File: src/logic/cct_pkg.sv
`default_nettype none
package cct_pkg;
	localparam int AW = 8;
	localparam int DW = 32;
	localparam int TW = 24;
	localparam int LW = 26;
	localparam int CW = 24;
	localparam int CTRL_W = 5;
	localparam int CMD_W = 3;
	localparam int PRW = 6;

	localparam int CLK_NS = 25;
	localparam int US_NS = 1000;
	localparam int CLKS_PER_US = US_NS / CLK_NS;
	localparam logic [PRW-1:0] PRESC_LAST = PRW'(CLKS_PER_US - 1);
	localparam logic [LW-1:0] LEN_MIN = 26'h0000001;

	localparam logic [AW-1:0] A_CTRL = 8'h00;
	localparam logic [AW-1:0] A_CMD = 8'h04;
	localparam logic [AW-1:0] A_PW = 8'h08;
	localparam logic [AW-1:0] A_REC = 8'h0C;
	localparam logic [AW-1:0] A_FRAME = 8'h10;
	localparam logic [AW-1:0] A_SOFF = 8'h14;
	localparam logic [AW-1:0] A_SW = 8'h18;
	localparam logic [AW-1:0] A_SEQN = 8'h1C;
	localparam logic [AW-1:0] A_STAT = 8'h20;
	localparam logic [AW-1:0] A_LOST = 8'h24;
	localparam logic [AW-1:0] A_CLEN = 8'h28;

	localparam int B_RUN = 0;
	localparam int B_SELF = 1;
	localparam int B_FIXED = 2;
	localparam int B_SIMM = 3;
	localparam int B_OVL = 4;
	localparam int B_START_SEQ = 0;
	localparam int B_STOP_SEQ = 1;
	localparam int B_START_CYC = 2;

	localparam logic [CTRL_W-1:0] CTRL_RST = 5'h00;
	localparam logic [TW-1:0] PW_RST = 24'h00000A;
	localparam logic [TW-1:0] REC_RST = 24'h000001;
	localparam logic [TW-1:0] FRAME_RST = 24'h000064;
	localparam logic [TW-1:0] SOFF_RST = 24'h000000;
	localparam logic [TW-1:0] SW_RST = 24'h00000A;
	localparam logic [CW-1:0] SEQN_RST = 24'h000001;
	localparam logic [CW-1:0] CNT_MAX = 24'hFFFFFF;

	typedef enum logic [0:0] {
		CY_WAIT = 1'b0,
		CY_RUN  = 1'b1
	} cct_cyc_t;
endpackage : cct_pkg
`default_nettype wire

File: src/logic/cct_timing.sv
// Implementation choices: the register addresses and the APB register port.
`timescale 1ns/10ps
`default_nettype none
module cct_timing
	import cct_pkg::*;
(
	// Clock and reset
	input  wire logic          pclk,
	input  wire logic          presetn,
	// APB slave
	input  wire logic [AW-1:0] paddr,
	input  wire logic          psel,
	input  wire logic          penable,
	input  wire logic          pwrite,
	input  wire logic [DW-1:0] pwdata,
	output logic      [DW-1:0] prdata,
	output logic               pready,
	output logic               pslverr,
	// External cycle trigger pin
	input  wire logic          cyc_trig_pin,
	// Camera, light and sequence status
	output logic               cam_trigger,
	output logic               strobe_out,
	output logic               seq_active
);
	logic [CTRL_W-1:0] ctrl_reg;
	logic [TW-1:0]     pulse_width_reg;
	logic [TW-1:0]     recovery_reg;
	logic [TW-1:0]     frame_reg;
	logic [TW-1:0]     offset_reg;
	logic [TW-1:0]     strobe_w_reg;
	logic [CW-1:0]     seqn_reg;
	logic [CW-1:0]     lost_reg;
	logic [CW-1:0]     done_reg;
	logic [DW-1:0]     prdata_reg;
	logic              pready_reg;
	logic              pslverr_reg;
	logic              sync1_reg;
	logic              sync2_reg;
	logic              sync3_reg;
	logic              seq_active_reg;
	logic              seq_done_reg;
	logic              stop_pend_reg;
	cct_cyc_t          state_reg;
	logic [PRW-1:0]    presc_reg;
	logic [LW-1:0]     elapsed_reg;
	logic [LW-1:0]     cur_len_reg;
	logic [TW-1:0]     cur_ton;
	logic [TW-1:0]     cur_pw;
	logic [TW-1:0]     cur_son;
	logic [TW-1:0]     cur_sw;
	logic              cam_trigger_reg;
	logic              strobe_out_reg;

	logic              access;
	logic              wr_en;
	logic [DW-1:0]     rd_mux;
	logic              cmd_wr;
	logic              start_seq_cmd;
	logic              stop_seq_cmd;
	logic              start_cyc_cmd;
	logic              trig_evt;
	logic              end_now;
	logic              go_ok;
	logic              cy_start;
	logic              cy_end;
	logic              seq_go;
	logic [LW-1:0]     cycle_len;
	logic [TW-1:0]     trig_on;
	logic [TW-1:0]     strobe_on;

	function automatic logic addr_ok(input logic [AW-1:0] a);
		case (a)
			A_CTRL, A_CMD, A_PW, A_REC, A_FRAME, A_SOFF,
			A_SW, A_SEQN, A_STAT, A_LOST, A_CLEN: addr_ok = 1'b1;
			default: addr_ok = 1'b0;
		endcase
	endfunction : addr_ok

	function automatic logic in_win(input logic [LW-1:0] t, input logic [TW-1:0] on,
		input logic [TW-1:0] w);
		in_win = (t >= LW'(on)) && (t < LW'(on) + LW'(w));
	endfunction : in_win

	cct_cycle_len u_len (
		.pulse_width   (pulse_width_reg),
		.recovery      (recovery_reg),
		.frame_period  (frame_reg),
		.strobe_width  (strobe_w_reg),
		.strobe_offset (offset_reg),
		.overlap_enable(ctrl_reg[B_OVL]),
		.cycle_len     (cycle_len),
		.trig_on       (trig_on),
		.strobe_on     (strobe_on)
	);

	// The answer comes one cycle into the access phase; writes land on that edge.
	assign access = psel & penable & ~pready_reg;
	assign wr_en = psel & penable & pready_reg & pwrite & addr_ok(paddr);
	assign cmd_wr = wr_en && (paddr == A_CMD);
	assign start_seq_cmd = cmd_wr && pwdata[B_START_SEQ];
	assign stop_seq_cmd = cmd_wr && pwdata[B_STOP_SEQ];
	assign start_cyc_cmd = cmd_wr && pwdata[B_START_CYC];

	always_comb begin
		rd_mux = '0;
		case (paddr)
			A_CTRL: rd_mux = DW'(ctrl_reg);
			A_PW: rd_mux = DW'(pulse_width_reg);
			A_REC: rd_mux = DW'(recovery_reg);
			A_FRAME: rd_mux = DW'(frame_reg);
			A_SOFF: rd_mux = DW'(offset_reg);
			A_SW: rd_mux = DW'(strobe_w_reg);
			A_SEQN: rd_mux = DW'(seqn_reg);
			A_STAT: rd_mux = DW'({done_reg, stop_pend_reg, state_reg, seq_active_reg});
			A_LOST: rd_mux = DW'(lost_reg);
			A_CLEN: rd_mux = DW'(cur_len_reg);
			default: rd_mux = '0;
		endcase
	end

	always_ff @(posedge pclk or negedge presetn) begin
		if (!presetn) begin
			pready_reg <= 1'b0;
			pslverr_reg <= 1'b0;
			prdata_reg <= '0;
		end else begin
			pready_reg <= access;
			pslverr_reg <= access & ~addr_ok(paddr);
			prdata_reg <= (access & ~pwrite) ? rd_mux : '0;
		end
	end

	always_ff @(posedge pclk or negedge presetn) begin
		if (!presetn) begin
			ctrl_reg <= CTRL_RST;
			pulse_width_reg <= PW_RST;
			recovery_reg <= REC_RST;
			frame_reg <= FRAME_RST;
			offset_reg <= SOFF_RST;
			strobe_w_reg <= SW_RST;
			seqn_reg <= SEQN_RST;
		end else if (wr_en) begin
			case (paddr)
				A_CTRL: ctrl_reg <= pwdata[CTRL_W-1:0];
				A_PW: pulse_width_reg <= pwdata[TW-1:0];
				A_REC: recovery_reg <= pwdata[TW-1:0];
				A_FRAME: frame_reg <= pwdata[TW-1:0];
				A_SOFF: offset_reg <= pwdata[TW-1:0];
				A_SW: strobe_w_reg <= pwdata[TW-1:0];
				A_SEQN: seqn_reg <= pwdata[CW-1:0];
				default: ;
			endcase
		end
	end

	always_ff @(posedge pclk or negedge presetn) begin
		if (!presetn) begin
			sync1_reg <= 1'b0;
			sync2_reg <= 1'b0;
			sync3_reg <= 1'b0;
		end else begin
			sync1_reg <= cyc_trig_pin;
			sync2_reg <= sync1_reg;
			sync3_reg <= sync2_reg;
		end
	end

	assign trig_evt = ~ctrl_reg[B_SELF] & ((sync2_reg & ~sync3_reg) | start_cyc_cmd);
	// Fixed length ends the sequence at the boundary after the last cycle.
	assign end_now = seq_active_reg && (state_reg == CY_WAIT) &&
		(stop_pend_reg || (ctrl_reg[B_FIXED] && done_reg >= seqn_reg));
	assign go_ok = seq_active_reg && (state_reg == CY_WAIT) && !end_now;
	// A cycle starts after expiry on an accepted trigger, or with no trigger when self-triggered.
	assign cy_start = go_ok && (ctrl_reg[B_SELF] || trig_evt);
	assign cy_end = (state_reg == CY_RUN) && (elapsed_reg >= cur_len_reg);
	assign seq_go = !seq_active_reg && ctrl_reg[B_RUN] &&
		(start_seq_cmd || (ctrl_reg[B_SIMM] && !seq_done_reg));

	always_ff @(posedge pclk or negedge presetn) begin
		if (!presetn) begin
			seq_active_reg <= 1'b0;
			seq_done_reg <= 1'b0;
			done_reg <= '0;
		end else begin
			if (end_now) begin
				seq_active_reg <= 1'b0;
			end else if (seq_go) begin
				seq_active_reg <= 1'b1;
			end
			if (end_now) begin
				seq_done_reg <= 1'b1;
			end else if (!ctrl_reg[B_RUN]) begin
				seq_done_reg <= 1'b0;
			end
			if (seq_go) begin
				done_reg <= '0;
			end else if (cy_start && done_reg != CNT_MAX) begin
				done_reg <= done_reg + CW'(1);
			end
		end
	end

	// A stop request set in the same cycle as the boundary clear survives.
	always_ff @(posedge pclk or negedge presetn) begin
		if (!presetn) begin
			stop_pend_reg <= 1'b0;
		end else if (seq_active_reg && (stop_seq_cmd || !ctrl_reg[B_RUN])) begin
			stop_pend_reg <= 1'b1;
		end else if (end_now || seq_go) begin
			stop_pend_reg <= 1'b0;
		end
	end

	// Rejected triggers are counted; an increment wins over a clear.
	always_ff @(posedge pclk or negedge presetn) begin
		if (!presetn) begin
			lost_reg <= '0;
		end else if (trig_evt && !go_ok) begin
			if (lost_reg != CNT_MAX) begin
				lost_reg <= lost_reg + CW'(1);
			end
		end else if (wr_en && paddr == A_LOST) begin
			lost_reg <= '0;
		end
	end

	always_ff @(posedge pclk or negedge presetn) begin
		if (!presetn) begin
			state_reg <= CY_WAIT;
			presc_reg <= '0;
			elapsed_reg <= '0;
			cur_len_reg <= LEN_MIN;
			cur_ton <= '0;
			cur_pw <= '0;
			cur_son <= '0;
			cur_sw <= '0;
		end else begin
			case (state_reg)
				CY_WAIT: begin
					if (cy_start) begin
						state_reg <= CY_RUN;
						presc_reg <= '0;
						elapsed_reg <= '0;
						// Computed length taken at every start.
						cur_len_reg <= cycle_len;
						cur_ton <= trig_on;
						cur_pw <= pulse_width_reg;
						cur_son <= strobe_on;
						cur_sw <= strobe_w_reg;
					end
				end
				CY_RUN: begin
					if (cy_end) begin
						state_reg <= CY_WAIT;
					end else if (presc_reg == PRESC_LAST) begin
						presc_reg <= '0;
						elapsed_reg <= elapsed_reg + LW'(1);
					end else begin
						presc_reg <= presc_reg + PRW'(1);
					end
				end
				default: state_reg <= CY_WAIT;
			endcase
		end
	end

	// Trigger window is the pulse width; strobe window follows the offset.
	always_ff @(posedge pclk or negedge presetn) begin
		if (!presetn) begin
			cam_trigger_reg <= 1'b0;
			strobe_out_reg <= 1'b0;
		end else begin
			cam_trigger_reg <= (state_reg == CY_RUN) && !cy_end && in_win(elapsed_reg, cur_ton, cur_pw);
			strobe_out_reg <= (state_reg == CY_RUN) && !cy_end && in_win(elapsed_reg, cur_son, cur_sw);
		end
	end

	assign prdata = prdata_reg;
	assign pready = pready_reg;
	assign pslverr = pslverr_reg;
	assign cam_trigger = cam_trigger_reg;
	assign strobe_out = strobe_out_reg;
	assign seq_active = seq_active_reg;
endmodule : cct_timing
`default_nettype wire

File: src/logic/cct_cycle_len.sv
`timescale 1ns/10ps
`default_nettype none
module cct_cycle_len
	import cct_pkg::*;
(
	// Settings in microseconds
	input  wire logic [TW-1:0] pulse_width,
	input  wire logic [TW-1:0] recovery,
	input  wire logic [TW-1:0] frame_period,
	input  wire logic [TW-1:0] strobe_width,
	input  wire logic [TW-1:0] strobe_offset,
	input  wire logic          overlap_enable,
	// Derived cycle shape
	output logic      [LW-1:0] cycle_len,
	output logic      [TW-1:0] trig_on,
	output logic      [TW-1:0] strobe_on
);
	logic          neg;
	logic [TW-1:0] mag;
	logic [LW-1:0] c_rec;
	logic [LW-1:0] c_rd;
	logic [LW-1:0] c_trg;
	logic [LW-1:0] c_str;
	logic [LW-1:0] c_early;

	function automatic logic [LW-1:0] max2(input logic [LW-1:0] a, input logic [LW-1:0] b);
		max2 = (a > b) ? a : b;
	endfunction : max2

	assign neg = strobe_offset[TW-1];
	assign mag = neg ? (~strobe_offset + TW'(1)) : strobe_offset;
	assign trig_on = neg ? mag : '0;
	assign strobe_on = neg ? '0 : mag;

	assign c_rec = LW'(pulse_width) + LW'(recovery);
	// Readouts may not overlap; without overlap exposure adds to readout.
	assign c_rd = overlap_enable ? LW'(frame_period) : LW'(pulse_width) + LW'(frame_period);
	// Both pulses end inside the cycle.
	assign c_trg = LW'(trig_on) + LW'(pulse_width);
	assign c_str = LW'(strobe_on) + LW'(strobe_width);
	// Gap between triggers must exceed the strobe lead.
	assign c_early = neg ? LW'(pulse_width) + LW'(mag) + LEN_MIN : '0;

	assign cycle_len = max2(max2(max2(c_rec, c_rd), max2(c_trg, c_str)), max2(c_early, LEN_MIN));
endmodule : cct_cycle_len
`default_nettype wire

File: config.mk
export PLATFORM = sky130hd
export DESIGN_NAME = cct_timing
export DESIGN_NICKNAME = d
export VERILOG_FILES = /design/src/logic/cct_pkg.sv /design/src/logic/cct_timing.sv /design/src/logic/cct_cycle_len.sv
export SDC_FILE = /design/constraint.sdc
export NUM_CORES = 2
export LEC_CHECK = 0
export BUFFER_PORTS_ARGS = -buffer_cell sky130_fd_sc_hd__buf_2
export CAP_MARGIN = 20
export CORE_MARGIN = 2
export CORE_UTILIZATION = 30
export CTS_CLUSTER_SIZE = 28
export DETAILED_ROUTE_END_ITERATION = 16
export PLACE_DENSITY = 0.48
export SYNTH_ARGS = -nofsm -noshare
export SYNTH_HDL_FRONTEND = slang
export SYNTH_SLANG_ARGS = --single-unit
export TNS_END_PERCENT = 1
File: constraint.sdc
create_clock -name pclk -period 13 [get_ports pclk]
set_input_delay 3.9 -clock pclk [delete_from_list [all_inputs] [get_ports pclk]]
set_output_delay 3.9 -clock pclk [all_outputs]
set_load 0.03 [all_outputs]
**After elaboration in Yosys (flattened, before gate mapping)**

Cells that the tools add are included.

- Register bits after elaboration: 394
- Bits of input ports: 46

- Add/subtract/negate cells: 13
- Order comparisons: 11
- Equal/unequal tests: 18
- Mux-type cells: 35
- Bitwise operators: 17
- Reduce and logical (&&, ||, !) cells: 50

Operators with widths:

| operator | count |
|---|---|
| one-hot mux 27 bit (10 select lines) | 1 |
| two-way mux 26 bit | 10 |
| two-way mux 24 bit | 8 |
| adder 24 x 24 -> 25 bit | 7 |
| > comparator 26 bit | 4 |
| adder 24 x 1 -> 24 bit, second input constant | 3 |
| adder 26 x 1 -> 26 bit, second input constant | 2 |
| greater-or-equal comparator 26 x 24 -> 1 bit | 2 |
| < comparator 26 x 25 -> 1 bit | 2 |
| one-hot mux 26 bit (2 select lines) | 1 |
| != test 24 bit, second input constant | 2 |
| == test 8 x 5 -> 1 bit, second input constant | 4 |
| two-way mux 32 bit | 1 |
| greater-or-equal comparator 26 bit | 1 |
| > comparator 26 x 1 -> 1 bit, second input constant | 1 |
| == test 8 x 6 -> 1 bit, second input constant | 3 |
| greater-or-equal comparator 24 bit | 1 |
| NOT 24 bit | 1 |
| logical AND 1 bit | 22 |
| AND reduction 2 bit | 10 |
| two-way mux 6 bit | 3 |
| == test 8 x 4 -> 1 bit, second input constant | 2 |
| one-hot mux 6 bit (2 select lines) | 1 |
| OR reduction 11 bit | 1 |
| other kinds (15) | 51 |

**Logic depth before layout (Yosys ltp)**

- Depth in word-level cells: 13
- Depth in mapped cells: 57

**Hierarchy**

Synthesis repeated with hierarchy kept, for this count alone.

- Cell total of the unflattened synthesis: 3840
- Area, all modules: 33547.2 µm²

Modules (own cells, without submodules):

| module | instances | cells each | area each (µm²) | seq. area each (µm²) |
|---|---|---|---|---|
| cct_timing | 1 | 2262 | 22363.9 | 9746.8 |
| cct_cycle_len | 1 | 1578 | 11183.2 | 0.0 |

**Worst setup path before layout**

OpenSTA, ideal clock, no wires.

- Path kind: register to register
- From: register offset_reg[2]
- To: register cur_len_reg[17]
- Setup time: 83 ps
- Data arrival time: 10881 ps
- Data required time: 12917 ps
- Slack: 2037 ps
- Cell stages (with the launch flop): 51
- Path buffers: 5
- Period minus slack after synthesis: 10963 ps
- Path through: dfrtp_1 clkbuf_1 nor3_1 nand3_1 or3_1 nand2b_1 o41ai_1 xnor2_1 and2_1 ha_1 a21o_1 a21o_1 a2111oi_0 nor2_1 a311oi_1 o21a_1 o211ai_1 ha_1 [... 15 more ...] a21oi_1 a21o_1 clkbuf_1 buf_1 mux2i_1 ha_1 nor2b_1 o21a_1 o21a_1 o21a_1 o21ai_0 a21oi_1 o41ai_1 a211oi_1 o21ai_0 or2_2 mux2_2 o21ai_0

- Word-level cells in the longest chain between the ends: 11

Ends and longest elaborated chain:

| what | line | source |
|---|---|---|
| start, declared | cct_timing.sv:30 | `logic [TW-1:0] offset_reg;` |
| start signal, assigned | cct_timing.sv:149 | `A_SOFF: offset_reg <= pwdata[TW-1:0];` |
| NOT 24 bit * | cct_cycle_len.sv:31 | `assign mag = neg ? (~strobe_offset + TW'(1)) : strobe_offset;` |
| adder 24 x 1 -> 24 bit * | cct_cycle_len.sv:31 |  |
| two-way mux 24 bit * | cct_cycle_len.sv:31 |  |
| two-way mux 24 bit * | cct_cycle_len.sv:32 | `assign trig_on = neg ? mag : '0;` |
| net trig_on[13] | cct_timing.sv:69 | `logic [TW-1:0] trig_on;` |
| adder 24 x 24 -> 25 bit * | cct_cycle_len.sv:39 | `assign c_trg = LW'(trig_on) + LW'(pulse_width);` |
| > comparator 26 bit | cct_cycle_len.sv:27 | `max2 = (a > b) ? a : b;` |
| two-way mux 26 bit * | cct_cycle_len.sv:27 |  |
| > comparator 26 bit | cct_cycle_len.sv:27 |  |
| two-way mux 26 bit * | cct_cycle_len.sv:27 |  |
| > comparator 26 bit | cct_cycle_len.sv:27 |  |
| two-way mux 26 bit * | cct_cycle_len.sv:27 |  |
| end signal, assigned | cct_timing.sv:246 | `cur_len_reg <= cycle_len;` |
| end, declared | cct_timing.sv:47 | `logic [LW-1:0] cur_len_reg;` |

Mark *: on every way through the listed nets, which the timed path passes. The rest lies on a longest branch.
A chain may end at the register's enable or synchronous reset.

**Final worst setup path**

- From: register offset_reg[3]
- To: register cur_len_reg[22]

The elaborated chain is that of the path after synthesis.

==> flow_summary.toml <==
[critical_path]
rr_worst_depth = 48
slowest_delay_ns = 0.74
cp_slowest_cell = "nor2_2"
cp_max_fo = 20
worst_setup_path_end_kind = "flop"
r2r_start = "offset_reg[3]"
start_kind = "flop"
cp.arrival_ns = 12.66
critPathRequiredTime_ns = 13.53
worstSetupPathType = "flop to flop"
r2r-end = "cur_len_reg[22]"
rrSetupSlack_ns = 0.87

[sta]
fin_crit_ns = 12.13
skew_ns = 0.0506
timing.final.crit_share_pct = 93.3
finalHoldViolations = 0
fmax_mhz = 82.4
setup-tns-final_ns = 0
worst_slew_pin_slew_ns = 1.06
maxSlewViolCount = 0
hold_ws_ns = 0.369
rsz0062_at_grt = "false"
setup_viol = 0
slew_headroom_pct = 28.6

[logic_synthesis]
synth_top_family_by_area = "compound AO/OA/AOI/OAI gates"
synth.avg_cell_area_um2 = 8.90
synth_area_leaders = "dfrtp_1, ha_1, mux2_2"
synth-seq-cells = 389
synth_compound_area_share_pct = 19.0
synthArstFlopShare_pct = 100
muxShareOfSynthArea_pct = 8.17
synthSimpleGateAreaFrac_pct = 17.2
synth_ff_type = "dfrtp_1"
synthCells = 3711
synth.distinct_cells = 88
synth.top_cell.area_share_pct = 28.7
ys.warnings.count = 0
ys_seq_area_share_pct = 29.5
synth_edf_count = 0
syn_area_um2 = 33000
yosys.area_share.adder_pct = 16.3
post-synth-top-area-cell = "dfrtp_1"
synth_xor_area_share_pct = 5.76

[hold_path]
min_delay_path_depth = 0
hp-class = "flop to flop"
worstHoldStart = "sync2_reg"
min_to = "sync3_reg"

[cts]
htreeDepth = 2
clk_latency_ns = 0.64
cts_buffers = 48
clk_path_buf_depth = 3
cts_hold_repair.buffers = 0
cts_sinks = 389
cts_setup_buffers = 0
cts_tree = "done"
clk_pin_slew_worst_paths_ns = 0.06
cts-root-buf = "clkbuf_16"

[power_and_ir_drop]
power.total_w = 0.00281
ir_worst_vdd_mv = 0.0850
p_leak_nw = 18.5
power.density_nw_per_um2 = 76.0

[placement]
gp_congestion = 0.877
dp_cells = 5143
hpwl_mm = 93.9
place_area_um2 = 35300
port_buffers = 69

[run_status]
status = "finished clean"

[final_layout]
layout.cells.non_filler = 5231
drive_gt1_share_pct = 12.6
multi_input_area_um2 = 22100
largest_reg_flops = 27
stdcell_area_um2 = 37000
nFillCells = 11354
fin_nets = 4252
area_delta_synth_final_pct = 11.9
seq_area_um2 = 9750

[grt]
grt_start_max_net_pins = 87
grt_overflow = 0
grt_pass1_wl_mm = 176
grt.total_usage_pct = 20.7
antenna_found_initial = 11
grt_pass1_vias = 28073

[floorplan]
coreArea_um2 = 109000
die_x_um = 336
dieArea_um2 = 113000
num_io_pins = 83
rows = 121
die_h_um = 336
start_util_pct = 30.3

[drt]
ant_nets = 0
viasPerCell = 5.45
drt_first_pass_iters = 8
drc = 0
drtIter0Drc = 1810
wl_mm = 118
post_drt_wl_per_cell_um = 22.6
dr_total_vias = 28516

[flow_run]
maxCapViolCount = 0
repair_timing:
| action | CTS | global route |
|---|---|---|
| endpoints found under the hold margin | 0 | 0 |
| endpoints found under the setup margin | 0 | 12 |
| resized for setup | 0 | 1 |
where the power goes:
group | switching [W] | internal (W) | leakage (nW) | total (W)
Sequential | 0.0000119 | 0.00122 | 5.21 | 0.00123
Clock | 0.000601 | 0.000845 | 0.810 | 0.00145
Combinational | 0.0000917 | 0.0000405 | 12.5 | 0.000132
worst max path at each step:
stage | start | to | slack [ns]
final | offset_reg[3] | cur_len_reg[22] | 0.87
after detailed placement | offset_reg[3] | cur_len_reg[18] | 0.75
after global routing | offset_reg[3] | cur_len_reg[21] | 0.15
after global placement | offset_reg[3] | cur_len_reg[22] | 0.76
after CTS | offset_reg[3] | cur_len_reg[22] | 0.73
after floorplan | offset_reg[2] | cur_len_reg[17] | 2.04
worst max-delay path: cells and delay by family (launching register included):
| family | cells | cell delay (ns) |
|---|---|---|
| flip-flops | 1 | 0.49 |
| adder cells (fa/ha/maj) | 4 | 1.39 |
| XOR/XNOR | 1 | 0.16 |
| buffers and inverters | 4 | 0.97 |
| AO/OA/AOI/OAI | 17 | 3.37 |
| multiplexers | 2 | 0.74 |
| AND/OR/NAND/NOR | 20 | 4.87 |
per-layer routing:
metal  GRT usage [%]  part of all wire, %  vias up
met2            32.7                   44      639
li1                -                    -    13703
met4            4.14                  1.9        2
met1            30.1                   49    14067
met5               0                0.011        -
met3            2.71                  5.1      105
cell usage after synthesis, types with 9 or more instances:
cell and count:
a221oi_1 33, a22o_1 34, or2_2 18, nor3_1 59, a211oi_1 24, o211ai_1 17
nor4_1 31, o21bai_1 23, nand3b_1 9, buf_1 12, nor2b_1 66, clkbuf_1 101
o21ai_0 178, o31a_1 12, mux2i_1 59, dfstp_2 10, nor2_1 239, o21a_1 52
a31oi_1 61, inv_1 223, nand2b_1 47, nand2_1 383, a222oi_1 19, nand4_1 57
and2_1 42, xor2_1 83, nor3b_1 9, a21oi_1 179, a22oi_1 28, nand3_1 97
a21o_1 114, or3_1 26, o31ai_1 29, a41oi_1 9, a2111oi_0 12, and3_1 38
mux2_2 187, xnor2_1 134, dfrtp_1 379, ha_1 420, a211o_1 15, a31o_2 15
cells by family (layout without fill, tap and decap cells):
kind of cell / after synthesis / after routing
simple gates: 1164 / 1164
compound gates: 920 / 920
fa+ha+maj: 427 / 427
flops: 389 / 389
buf+inv: 347 / 446
mux: 246 / 246
xor+xnor: 217 / 217
other cells: 1 / 8
area by class of cell:
class,count,area share (%)
Inverter,224,2.27
Sequential cell,389,26.4
Clock buffer,63,3.59
Clock inverter,23,0.900
Antenna cell,2,0.0135
Tap cell,1414,4.79
Timing Repair Buffer,136,2.39
Multi-Input combinational cell,2980,59.7
through the flow:
stage               util (%)  worst slack (ns)
floorplan                  -              2.04
global placement        32.4             0.762
detailed placement      32.4             0.747
CTS                     33.9             0.727
global route            33.9             0.146
finish                  33.9             0.870
placed cells by master (no fill, tap or decap), types with 48 or more instances in the layout:
master | netlist | final
clkbuf_16 | 0 | 48
o21ai_0 | 178 | 178
nand2_1 | 383 | 379
a21oi_1 | 179 | 178
buf_2 | 2 | 68
nand4_1 | 57 | 57
a21o_1 | 114 | 114
mux2_2 | 187 | 187
buf_4 | 6 | 65
mux2i_1 | 59 | 59
nor2b_1 | 66 | 66
nor2_1 | 239 | 230
nor3_1 | 59 | 58
ha_1 | 420 | 420
nand3_1 | 97 | 96
dfrtp_1 | 379 | 378
inv_1 | 223 | 223
o21a_1 | 52 | 52
xnor2_1 | 134 | 134
a31oi_1 | 61 | 61
xor2_1 | 83 | 83
No activity file was read; power rests on OpenSTA's default activity.
